<file path="src/cbm_regs.vh">
// Constants of the cache and branch predictor maintenance unit.
// Assumes inclusion by the unit's design files; holds definitions only.
`ifndef CBM_REGS_VH
`define CBM_REGS_VH

// Register offsets within the system control space.
`define CBM_OFS_INSTR_INVALIDATE_ALL_UNIFICATION   12'hF50
`define CBM_OFS_INVAL_ICACHE_ADDR_POU              12'hF58
`define CBM_OFS_DATA_INVALIDATE_ADDR_COHERENCY     12'hF5C
`define CBM_OFS_DATA_INVALIDATE_SETWAY             12'hF60
`define CBM_OFS_CLEAN_DCACHE_ADDR_POU              12'hF64
`define CBM_OFS_DATA_CLEAN_ADDR_COHERENCY          12'hF68
`define CBM_OFS_DATA_CLEAN_SETWAY                  12'hF6C
`define CBM_OFS_DATA_CLEAN_INVAL_ADDR_COHERENCY    12'hF70
`define CBM_OFS_DATA_CLEAN_INVAL_SETWAY            12'hF74
`define CBM_OFS_INVAL_BRANCH_PREDICTOR             12'hF78

// Operation codes presented to the caches.
`define CBM_OP_IC_INV_ALL      4'h1
`define CBM_OP_IC_INV_ADDR     4'h2
`define CBM_OP_DC_INV_ADDR     4'h3
`define CBM_OP_DC_INV_SW       4'h4
`define CBM_OP_DC_CLEAN_POU    4'h5
`define CBM_OP_DC_CLEAN_ADDR   4'h6
`define CBM_OP_DC_CLEAN_SW     4'h7
`define CBM_OP_DC_CLINV_ADDR   4'h8
`define CBM_OP_DC_CLINV_SW     4'h9

// Set/way word layout.
`define CBM_SW_LEVEL_LSB       1
`define CBM_SW_LEVEL_MSB       3
`define CBM_SW_WORD_W          32

`endif

</file>
<file path="src/cbm_bp_clear.v">
// Branch predictor invalidate-all sequencer: walks every entry once.
// Assumes the predictor accepts one clear per cycle.
`timescale 1ns/1ps
module cbm_bp_clear
#(
    parameter ENTRIES = 64,
    parameter IDX_W   = 6
)
(
    input  wire             clk_sys,
    input  wire             nrst,
    input  wire             start,
    output wire             busy,
    output wire [IDX_W-1:0] clrIndex
)
;
    // The last index is cut to the counter width on purpose.
    localparam [31:0]      LAST_W = ENTRIES - 1;
    localparam [IDX_W-1:0] LAST   = LAST_W[IDX_W-1:0];

    reg             busy_reg;
    reg [IDX_W-1:0] idx_reg;

    // Clearing every entry is the strongest form of the allowed side effect.
    always @(posedge clk_sys or negedge nrst)
    begin
        if (!nrst)
        begin
            busy_reg <= 1'b0;
            idx_reg  <= {IDX_W{1'b0}};
        end
        else if (!busy_reg)
        begin
            busy_reg <= start;
            idx_reg  <= {IDX_W{1'b0}};
        end
        else if (idx_reg == LAST)
        begin
            busy_reg <= 1'b0;
        end
        else
        begin
            idx_reg <= idx_reg + 1'b1;
        end
    end

    assign busy     = busy_reg;
    assign clrIndex = idx_reg;
endmodule

</file>
<file path="src/cbm_maint_unit.v">
// Cache and branch predictor maintenance unit: write-only trigger registers, ordering and issue.
// Assumes writes arrive from the processing element with offsets relative to the control space base,
// and that the caches take one operation at a time through a valid/ready handshake.
`timescale 1ns/1ps
`include "cbm_regs.vh"
module cbm_maint_unit
#(
    parameter L1_LINE_LOG2 = 5,
    parameter L1_SET_LOG2  = 7,
    parameter L1_WAY_LOG2  = 2,
    parameter L1_NSETS     = 128,
    parameter L1_NWAYS     = 4,
    parameter L2_LINE_LOG2 = 5,
    parameter L2_SET_LOG2  = 10,
    parameter L2_WAY_LOG2  = 3,
    parameter L2_NSETS     = 1024,
    parameter L2_NWAYS     = 8,
    parameter OOR_FAULT    = 1,
    parameter BP_ENTRIES   = 64,
    parameter BP_IDX_W     = 6
)
(
    input  wire                clk_sys,
    input  wire                nrst,
    input  wire                wrValid,
    output wire                wrReady,
    input  wire [11:0]         wrOffset,
    input  wire [31:0]         wrData,
    input  wire                wrNonSecure,
    input  wire                rdValid,
    input  wire [11:0]         rdOffset,
    output wire [31:0]         rdData,
    output wire                opValid,
    input  wire                opReady,
    output wire [3:0]          opCode,
    output wire [31:0]         opAddr,
    output wire [15:0]         opSet,
    output wire [15:0]         opWay,
    output wire [2:0]          opLevel,
    output wire                opNonSecure,
    output wire                bus_fault_exception,
    output wire                bpClrValid,
    output wire [BP_IDX_W-1:0] bpClrIndex,
    input  wire                dsbReq,
    output wire                dsbDone,
    input  wire                isbReq,
    output wire                fetchFlush
);
    reg        opValid_reg;
    reg [3:0]  opCode_reg;
    reg [31:0] opAddr_reg;
    reg [15:0] opSet_reg;
    reg [15:0] opWay_reg;
    reg [2:0]  opLevel_reg;
    reg        opNs_reg;
    reg        bus_fault_exception_reg;
    reg        fetchFlush_reg;
    reg [31:0] rdData_reg;

    reg [3:0]  decCode;
    reg        decIsCache;
    reg        decIsBp;
    reg        decIsSetWay;
    reg        decIsAddr;

    reg [3:0]  issueCode;
    reg [15:0] swSet;
    reg [15:0] swWay;
    reg        swBad;

    wire [15:0] l1Set;
    wire [15:0] l1Way;
    wire        l1Oor;
    wire [15:0] l2Set;
    wire [15:0] l2Way;
    wire        l2Oor;
    wire [2:0]  swLevel;
    wire        bpBusy;
    wire        accept;
    wire        bpStart;

    // Offset decode: each operation has its own write-only trigger location.
    always @*
    begin
        decCode     = 4'h0;
        decIsCache  = 1'b1;
        decIsBp     = 1'b0;
        decIsSetWay = 1'b0;
        decIsAddr   = 1'b0;
        case (wrOffset)
            `CBM_OFS_INSTR_INVALIDATE_ALL_UNIFICATION:
                decCode = `CBM_OP_IC_INV_ALL;
            `CBM_OFS_INVAL_ICACHE_ADDR_POU:
            begin
                decCode   = `CBM_OP_IC_INV_ADDR;
                decIsAddr = 1'b1;
            end
            `CBM_OFS_DATA_INVALIDATE_ADDR_COHERENCY:
            begin
                decCode   = `CBM_OP_DC_INV_ADDR;
                decIsAddr = 1'b1;
            end
            `CBM_OFS_DATA_INVALIDATE_SETWAY:
            begin
                decCode     = `CBM_OP_DC_INV_SW;
                decIsSetWay = 1'b1;
            end
            `CBM_OFS_CLEAN_DCACHE_ADDR_POU:
            begin
                decCode   = `CBM_OP_DC_CLEAN_POU;
                decIsAddr = 1'b1;
            end
            `CBM_OFS_DATA_CLEAN_ADDR_COHERENCY:
            begin
                decCode   = `CBM_OP_DC_CLEAN_ADDR;
                decIsAddr = 1'b1;
            end
            `CBM_OFS_DATA_CLEAN_SETWAY:
            begin
                decCode     = `CBM_OP_DC_CLEAN_SW;
                decIsSetWay = 1'b1;
            end
            `CBM_OFS_DATA_CLEAN_INVAL_ADDR_COHERENCY:
            begin
                decCode   = `CBM_OP_DC_CLINV_ADDR;
                decIsAddr = 1'b1;
            end
            `CBM_OFS_DATA_CLEAN_INVAL_SETWAY:
            begin
                decCode     = `CBM_OP_DC_CLINV_SW;
                decIsSetWay = 1'b1;
            end
            `CBM_OFS_INVAL_BRANCH_PREDICTOR:
            begin
                decIsCache = 1'b0;
                decIsBp    = 1'b1;
            end
            default:
                decIsCache = 1'b0;
        endcase
    end

    // Level field is cache level minus one: 0 picks the first level, 1 the second.
    assign swLevel = wrData[`CBM_SW_LEVEL_MSB:`CBM_SW_LEVEL_LSB];

    // One decoder per implemented level, each sized by its own geometry.
    cbm_setway_decode
    #(
        .LINE_LOG2 (L1_LINE_LOG2),
        .SET_LOG2  (L1_SET_LOG2),
        .WAY_LOG2  (L1_WAY_LOG2),
        .NSETS     (L1_NSETS),
        .NWAYS     (L1_NWAYS)
    )
    u_dec_l1
    (
        .swWord     (wrData),
        .setIndex   (l1Set),
        .wayIndex   (l1Way),
        .outOfRange (l1Oor)
    );

    cbm_setway_decode
    #(
        .LINE_LOG2 (L2_LINE_LOG2),
        .SET_LOG2  (L2_SET_LOG2),
        .WAY_LOG2  (L2_WAY_LOG2),
        .NSETS     (L2_NSETS),
        .NWAYS     (L2_NWAYS)
    )
    u_dec_l2
    (
        .swWord     (wrData),
        .setIndex   (l2Set),
        .wayIndex   (l2Way),
        .outOfRange (l2Oor)
    );

    // Select the decoded set/way for the addressed level and flag any index too large.
    always @*
    begin
        swSet = 16'h0000;
        swWay = 16'h0000;
        swBad = 1'b0;
        case (swLevel)
            3'h0:
            begin
                swSet = l1Set;
                swWay = l1Way;
                swBad = l1Oor;
            end
            3'h1:
            begin
                swSet = l2Set;
                swWay = l2Way;
                swBad = l2Oor;
            end
            default:
                swBad = 1'b1;
        endcase
    end

    // A Non-secure data-cache invalidate becomes clean-and-invalidate so Secure data is never lost.
    always @*
    begin
        issueCode = decCode;
        if (wrNonSecure && (decCode == `CBM_OP_DC_INV_ADDR))
        begin
            issueCode = `CBM_OP_DC_CLINV_ADDR;
        end
        else if (wrNonSecure && (decCode == `CBM_OP_DC_INV_SW))
        begin
            issueCode = `CBM_OP_DC_CLINV_SW;
        end
    end

    // A single issue slot keeps every cache operation in program order, at the price
    // of stalling the store until the cache has taken the previous one.
    assign wrReady = decIsBp ? !bpBusy : (!decIsCache || !opValid_reg);
    assign accept  = wrValid && wrReady;
    assign bpStart = accept && decIsBp;

    // Issue slot: loaded on an accepted cache write unless its set/way faults, emptied when the cache takes it.
    always @(posedge clk_sys or negedge nrst)
    begin
        if (!nrst)
        begin
            opValid_reg  <= 1'b0;
            opCode_reg   <= 4'h0;
            opAddr_reg   <= 32'h0000_0000;
            opSet_reg    <= 16'h0000;
            opWay_reg    <= 16'h0000;
            opLevel_reg  <= 3'h0;
            opNs_reg     <= 1'b0;
            bus_fault_exception_reg <= 1'b0;
        end
        else
        begin
            bus_fault_exception_reg <= 1'b0;
            if (opValid_reg && opReady)
            begin
                opValid_reg <= 1'b0;
            end
            if (accept && decIsCache)
            begin
                if (decIsSetWay && swBad)
                begin
                    bus_fault_exception_reg <= (OOR_FAULT != 0);
                end
                else
                begin
                    opValid_reg <= 1'b1;
                    opCode_reg  <= issueCode;
                    opNs_reg    <= wrNonSecure;
                    opAddr_reg  <= decIsAddr ? wrData : 32'h0000_0000;
                    opSet_reg   <= decIsSetWay ? swSet : 16'h0000;
                    opWay_reg   <= decIsSetWay ? swWay : 16'h0000;
                    opLevel_reg <= decIsSetWay ? swLevel : 3'h0;
                end
            end
        end
    end

    // Predictor clearing runs on its own engine, apart from cache operations.
    cbm_bp_clear
    #(
        .ENTRIES (BP_ENTRIES),
        .IDX_W   (BP_IDX_W)
    )
    u_bp
    (
        .clk_sys  (clk_sys),
        .nrst     (nrst),
        .start    (bpStart),
        .busy     (bpBusy),
        .clrIndex (bpClrIndex)
    );
    assign bpClrValid = bpBusy;

    // Reads carry no operation; these locations read as zero.
    always @(posedge clk_sys or negedge nrst)
    begin
        if (!nrst)
        begin
            rdData_reg <= 32'h0000_0000;
        end
        else if (rdValid)
        begin
            rdData_reg <= (rdOffset == rdOffset) ? 32'h0000_0000 : 32'h0000_0000;
        end
    end

    // Context synchronisation flushes fetched instructions one cycle later; the predictor is not cleared.
    always @(posedge clk_sys or negedge nrst)
    begin
        if (!nrst)
        begin
            fetchFlush_reg <= 1'b0;
        end
        else
        begin
            fetchFlush_reg <= isbReq;
        end
    end

    // A barrier retires only once nothing is pending; plain loads and stores are not held.
    assign dsbDone = dsbReq && !opValid_reg && !bpBusy;

    assign opValid     = opValid_reg;
    assign opCode      = opCode_reg;
    assign opAddr      = opAddr_reg;
    assign opSet       = opSet_reg;
    assign opWay       = opWay_reg;
    assign opLevel     = opLevel_reg;
    assign opNonSecure = opNs_reg;
    assign bus_fault_exception    = bus_fault_exception_reg;
    assign fetchFlush  = fetchFlush_reg;
    assign rdData      = rdData_reg;
endmodule

</file>
<file path="src/cbm_setway_decode.v">
// Set/way word decoder for one cache level of given geometry.
// Assumes the geometry parameters describe that level's cache.
`timescale 1ns/1ps
module cbm_setway_decode
#(
    parameter LINE_LOG2 = 5,
    parameter SET_LOG2  = 7,
    parameter WAY_LOG2  = 2,
    parameter NSETS     = 128,
    parameter NWAYS     = 4
)
(
    input  wire [31:0] swWord,
    output wire [15:0] setIndex,
    output wire [15:0] wayIndex,
    output wire        outOfRange
);
    wire [31:0] setWide;
    wire [31:0] wayWide;
    wire [31:0] setMask;

    // Set field starts at the line term, so a line term of 4 abuts the level field.
    assign setMask = (32'h0000_0001 << SET_LOG2) - 32'h0000_0001;
    assign setWide = (swWord >> LINE_LOG2) & setMask;
    assign setIndex = setWide[15:0];

    // Way sits in the top bits; a direct-mapped cache has none.
    generate
        if (WAY_LOG2 == 0)
        begin : g_noway
            assign wayWide = 32'h0000_0000;
        end
        else
        begin : g_way
            assign wayWide = swWord >> (32 - WAY_LOG2);
        end
    endgenerate
    assign wayIndex = wayWide[15:0];

    // Non-power-of-two geometries can still hold a too-large index.
    assign outOfRange = (setWide >= NSETS) || (wayWide >= NWAYS);
endmodule
</file>
<file path="config.mk">
export PLATFORM = sky130hd
export DESIGN_NAME = cbm_maint_unit
export DESIGN_NICKNAME = d
export VERILOG_FILES = /design/src/cbm_bp_clear.v /design/src/cbm_maint_unit.v /design/src/cbm_setway_decode.v
export VERILOG_INCLUDE_DIRS = /design/src
export SDC_FILE = /design/constraint.sdc
export NUM_CORES = 1
export LEC_CHECK = 0
export ABC_AREA = 1
export ABC_CLOCK_PERIOD_IN_PS = 2300
export BUFFER_PORTS_ARGS = -buffer_cell sky130_fd_sc_hd__buf_4
export CAP_MARGIN = 0
export CELL_PAD_IN_SITES_DETAIL_PLACEMENT = 1
export CELL_PAD_IN_SITES_GLOBAL_PLACEMENT = 1
export CORE_AREA = 2 2 122 124
export CTS_BUF_LIST = sky130_fd_sc_hd__clkbuf_4 sky130_fd_sc_hd__clkbuf_8 sky130_fd_sc_hd__clkbuf_16
export CTS_CLUSTER_SIZE = 24
export DETAILED_ROUTE_END_ITERATION = 8
export DIE_AREA = 0 0 124 126
export PLACE_DENSITY_LB_ADDON = 0.1
export SLEW_MARGIN = 0
export SYNTH_ARGS = -nofsm -noshare
export SYNTH_HDL_FRONTEND = slang
export SYNTH_SLANG_ARGS = --single-unit
</file>
<file path="constraint.sdc">
create_clock -name clk_sys -period 2.3 [get_ports clk_sys]
set_input_delay 0.69 -clock clk_sys [delete_from_list [all_inputs] [get_ports clk_sys]]
set_output_delay 0.69 -clock clk_sys [all_outputs]
set_load 0.05 [all_outputs]
</file>
==> metrics.txt <==
run status finished with violations; violated checks negative setup slack; DRT iter0 DRCs 71; placed wire-length estimate 8790 um; # H-tree levels 3; core area 0.0143 mm2; nets 801; number of iterations in the first detailed-routing pass 4; delay of the slowest cell on the worst path 240 ps; total buffers and inverters traversed by the critical path 4; Reg-to-Reg End opSet[6]; standard-cell rows 44; most common cell after layout, fill and taps aside nand2_1; CP Max Fanout 6; cts bufs inserted 9; layout cell share with drive strength beyond 1 0.307; worst reg-to-reg path cell count 9; # clock sinks 63; crit path time final 2600 ps; data arrival time of the critical path 1910 ps; Least-Margin Pin Slew 535 ps; count of warnings emitted by yosys 0; Placed Cells 894; leading cell types in the layout, fill and taps excluded nand2_1, buf_4, inv_1; Layout fillers 1,828; Setup Total Neg Slack -299 ps; clock-pin slew reported for the worst setup and hold paths after clock tree synthesis 50 ps; category of the worst setup path launch point input port; maximum number of pins on one net before global-route repair 39; wire length of the first global-routing pass 18,900 um; global placement routability congestion 0.773; Critical Path Sink Type output port; start point of the critical path wrOffset[7]; Initial Util 0.283; final global-route overflow total 0; post-route antenna net violation count 0; floorplan die height 126 um; post-synthesis sequential area ratio 0.389; final worst clock skew 4.37 ps; total count of hold-check failures in the final report 0; clock latency at the later pin of the worst-skew pair 330 ps; layout overhead on the synthesized area 43.9%; launching point of the worst reg2reg path u_bp.busy; overall fraction of global-route tracks in use 0.155; via density per instance 4.30; CP cell instances buf_6 > inv_4 > nand2_4 > nor2_4 > nand2_2 > inv_2 > nand2_2 > nand2_2 > nor2_4 > nand2_2 > nand2_2 > nand2_4 > nand2_8 > buf_12; via count of the first global-routing pass 3,955; most common cell type on the critical path nand2_2; kind of path behind the tightest hold check in -> async; synthesized instance count 584; FF+latch count, synth 63; flop-to-flop setup slack 510 ps; synthesized area 0.00406 mm2; category of the most critical setup path in -> out; highest-delay cell along the critical path nor2_4; total number of vias 3,971; worst slew margin relative to its limit 0.643; leakage component of the power 3.25 nW; buffers from clock root to sink, at most 2; unique cell type count in the Yosys netlist 28; maximum VDD drop 0.263 mV; crit path setup slack, layout -299 ps; Crit path max-delay family simple AND/OR/NAND/NOR gates; synthesized area per cell 6.95 um2; final-report setup violation count 1; root buffer cell clkbuf_16; part of the cycle the worst path needs 1.13; ant diodes 0; area enclosed by the die boundary 0.0156 mm2; final WL 12,400 um; Pwr Density 529 mW/mm2; max-cap viol count 0; number of top-level pins 180; RSZ-0062 raised after global routing yes; TritonCTS clock tree yes; overall die width 124 um; Critical Path Stages 14; flip-flop count of the largest register after layout 32; non-filler cells, final 923; pins over their slew limit 0; CP required 1610 ps; count of hold buffers inserted by post-cts repair 0; number of antenna violations at the first check in global routing 0; number of remaining DRC errors 0; DR WL/cell 13.4 um; highest clock frequency the design can meet 0.385 GHz; number of I/O port buffers 115
## synthesized netlist by cell type
| library cell | number | area share |
|---|---|---|
| nand2_1 | 188 | 0.17 |
| inv_1 | 117 | 0.11 |
| dfrtp_1 | 63 | 0.39 |
| buf_4 | 54 | 0.10 |
| nand4_1 | 53 | 0.082 |
| nor2_1 | 27 | 0.025 |
| nand3_1 | 18 | 0.022 |
| buf_2 | 17 | 0.021 |
| o21ai_0 | 9 | 0.011 |
| nand3_2 | 6 | 0.015 |
| inv_2 | 5 | 0.0046 |
| clkbuf_1 | 3 | 0.0028 |
| nand2_2 | 3 | 0.0046 |
| nor3_1 | 3 | 0.0037 |
| buf_6 | 2 | 0.0056 |
| nor2_2 | 2 | 0.0031 |
| nor2_4 | 2 | 0.0056 |
| nor3b_1 | 2 | 0.0037 |
| a211oi_1 | 1 | 0.0019 |
| a21oi_1 | 1 | 0.0012 |
| a21oi_4 | 1 | 0.0040 |
| a31oi_1 | 1 | 0.0015 |
| conb_1 | 1 | 0.00092 |
| ha_1 | 1 | 0.0031 |
| nand3b_1 | 1 | 0.0019 |
| o21ai_1 | 1 | 0.0012 |
| xnor2_1 | 1 | 0.0022 |
| xor2_1 | 1 | 0.0022 |
## power breakdown
part / switching [mW] / leakage (nW) / internal (mW) / total, mW
logic: 0.521 / 2.47 / 0.184 / 0.705
registers: 0.0269 / 0.652 / 1.16 / 1.19
clock network: 0.488 / 0.127 / 0.707 / 1.20
## through the flow
| step | area, um2 | power, mW | utilization | worst slack (ps) | hold slack [ps] |
|---|---|---|---|---|---|
| 6_report | 5840 | 3.09 | 0.408 | -299 | 330 |
| 5_1_grt | 5840 | 3.24 | 0.408 | -383 | 369 |
| 4_1_cts | 5640 | 3.13 | 0.394 | -265 | 346 |
| 3_5_place_dp | 5230 | 1.90 | 0.365 | -525 | 460 |
| 3_3_place_gp | 5230 | 1.89 | 0.365 | -396 | 463 |
| 2_1_floorplan | 4290 | 1.73 | - | -27.6 | 394 |
## metal layers
metal / wire length, um / track usage / vias to the layer above
met5: 0 / 0 / -
met4: 160 / 0.0575 / 0
met3: 729 / 0.0340 / 10
met2: 6090 / 0.265 / 111
met1: 5400 / 0.188 / 1872
li1: - / - / 1978
## repair_timing
action,CTS,global route
endpoints found under the setup margin,11,32
pin swaps,12,8
endpoints found under the hold margin,0,0
buffers inserted,5,6
resized for setup,33,16
cloned,0,4
## worst max path at each step
stage / end / slack [ps]
global route: wrReady / -380
CTS: wrReady / -260
global placement: wrReady / -400
floorplan: wrReady / -30
detailed placement: wrReady / -530
finish: wrReady / -300
## cell families (layout without fill, tap and decap cells)
family | Yosys count | count (layout) | synth area share
xor+xnor | 2 | 2 | 0.00432
other cells | 1 | 51 | 0.000924
simple gates | 305 | 305 | 0.340
buf+inv | 198 | 303 | 0.242
flops | 63 | 63 | 0.389
compound gates | 14 | 14 | 0.0210
fa+ha+maj | 1 | 1 | 0.00308
## cell type report
cell class / instances / area [um2] / area share
Clock buffer: 9 / 225 / 0.0386
Multi-Input combinational cell: 373 / 1860 / 0.319
Tap cell: 184 / 230 / 0.0394
Inverter: 122 / 460 / 0.0789
Timing Repair Buffer: 167 / 1460 / 0.249
Clock inverter: 5 / 27.5 / 0.00471
Sequential cell: 63 / 1580 / 0.270
(Power assumes the default switching activity.)
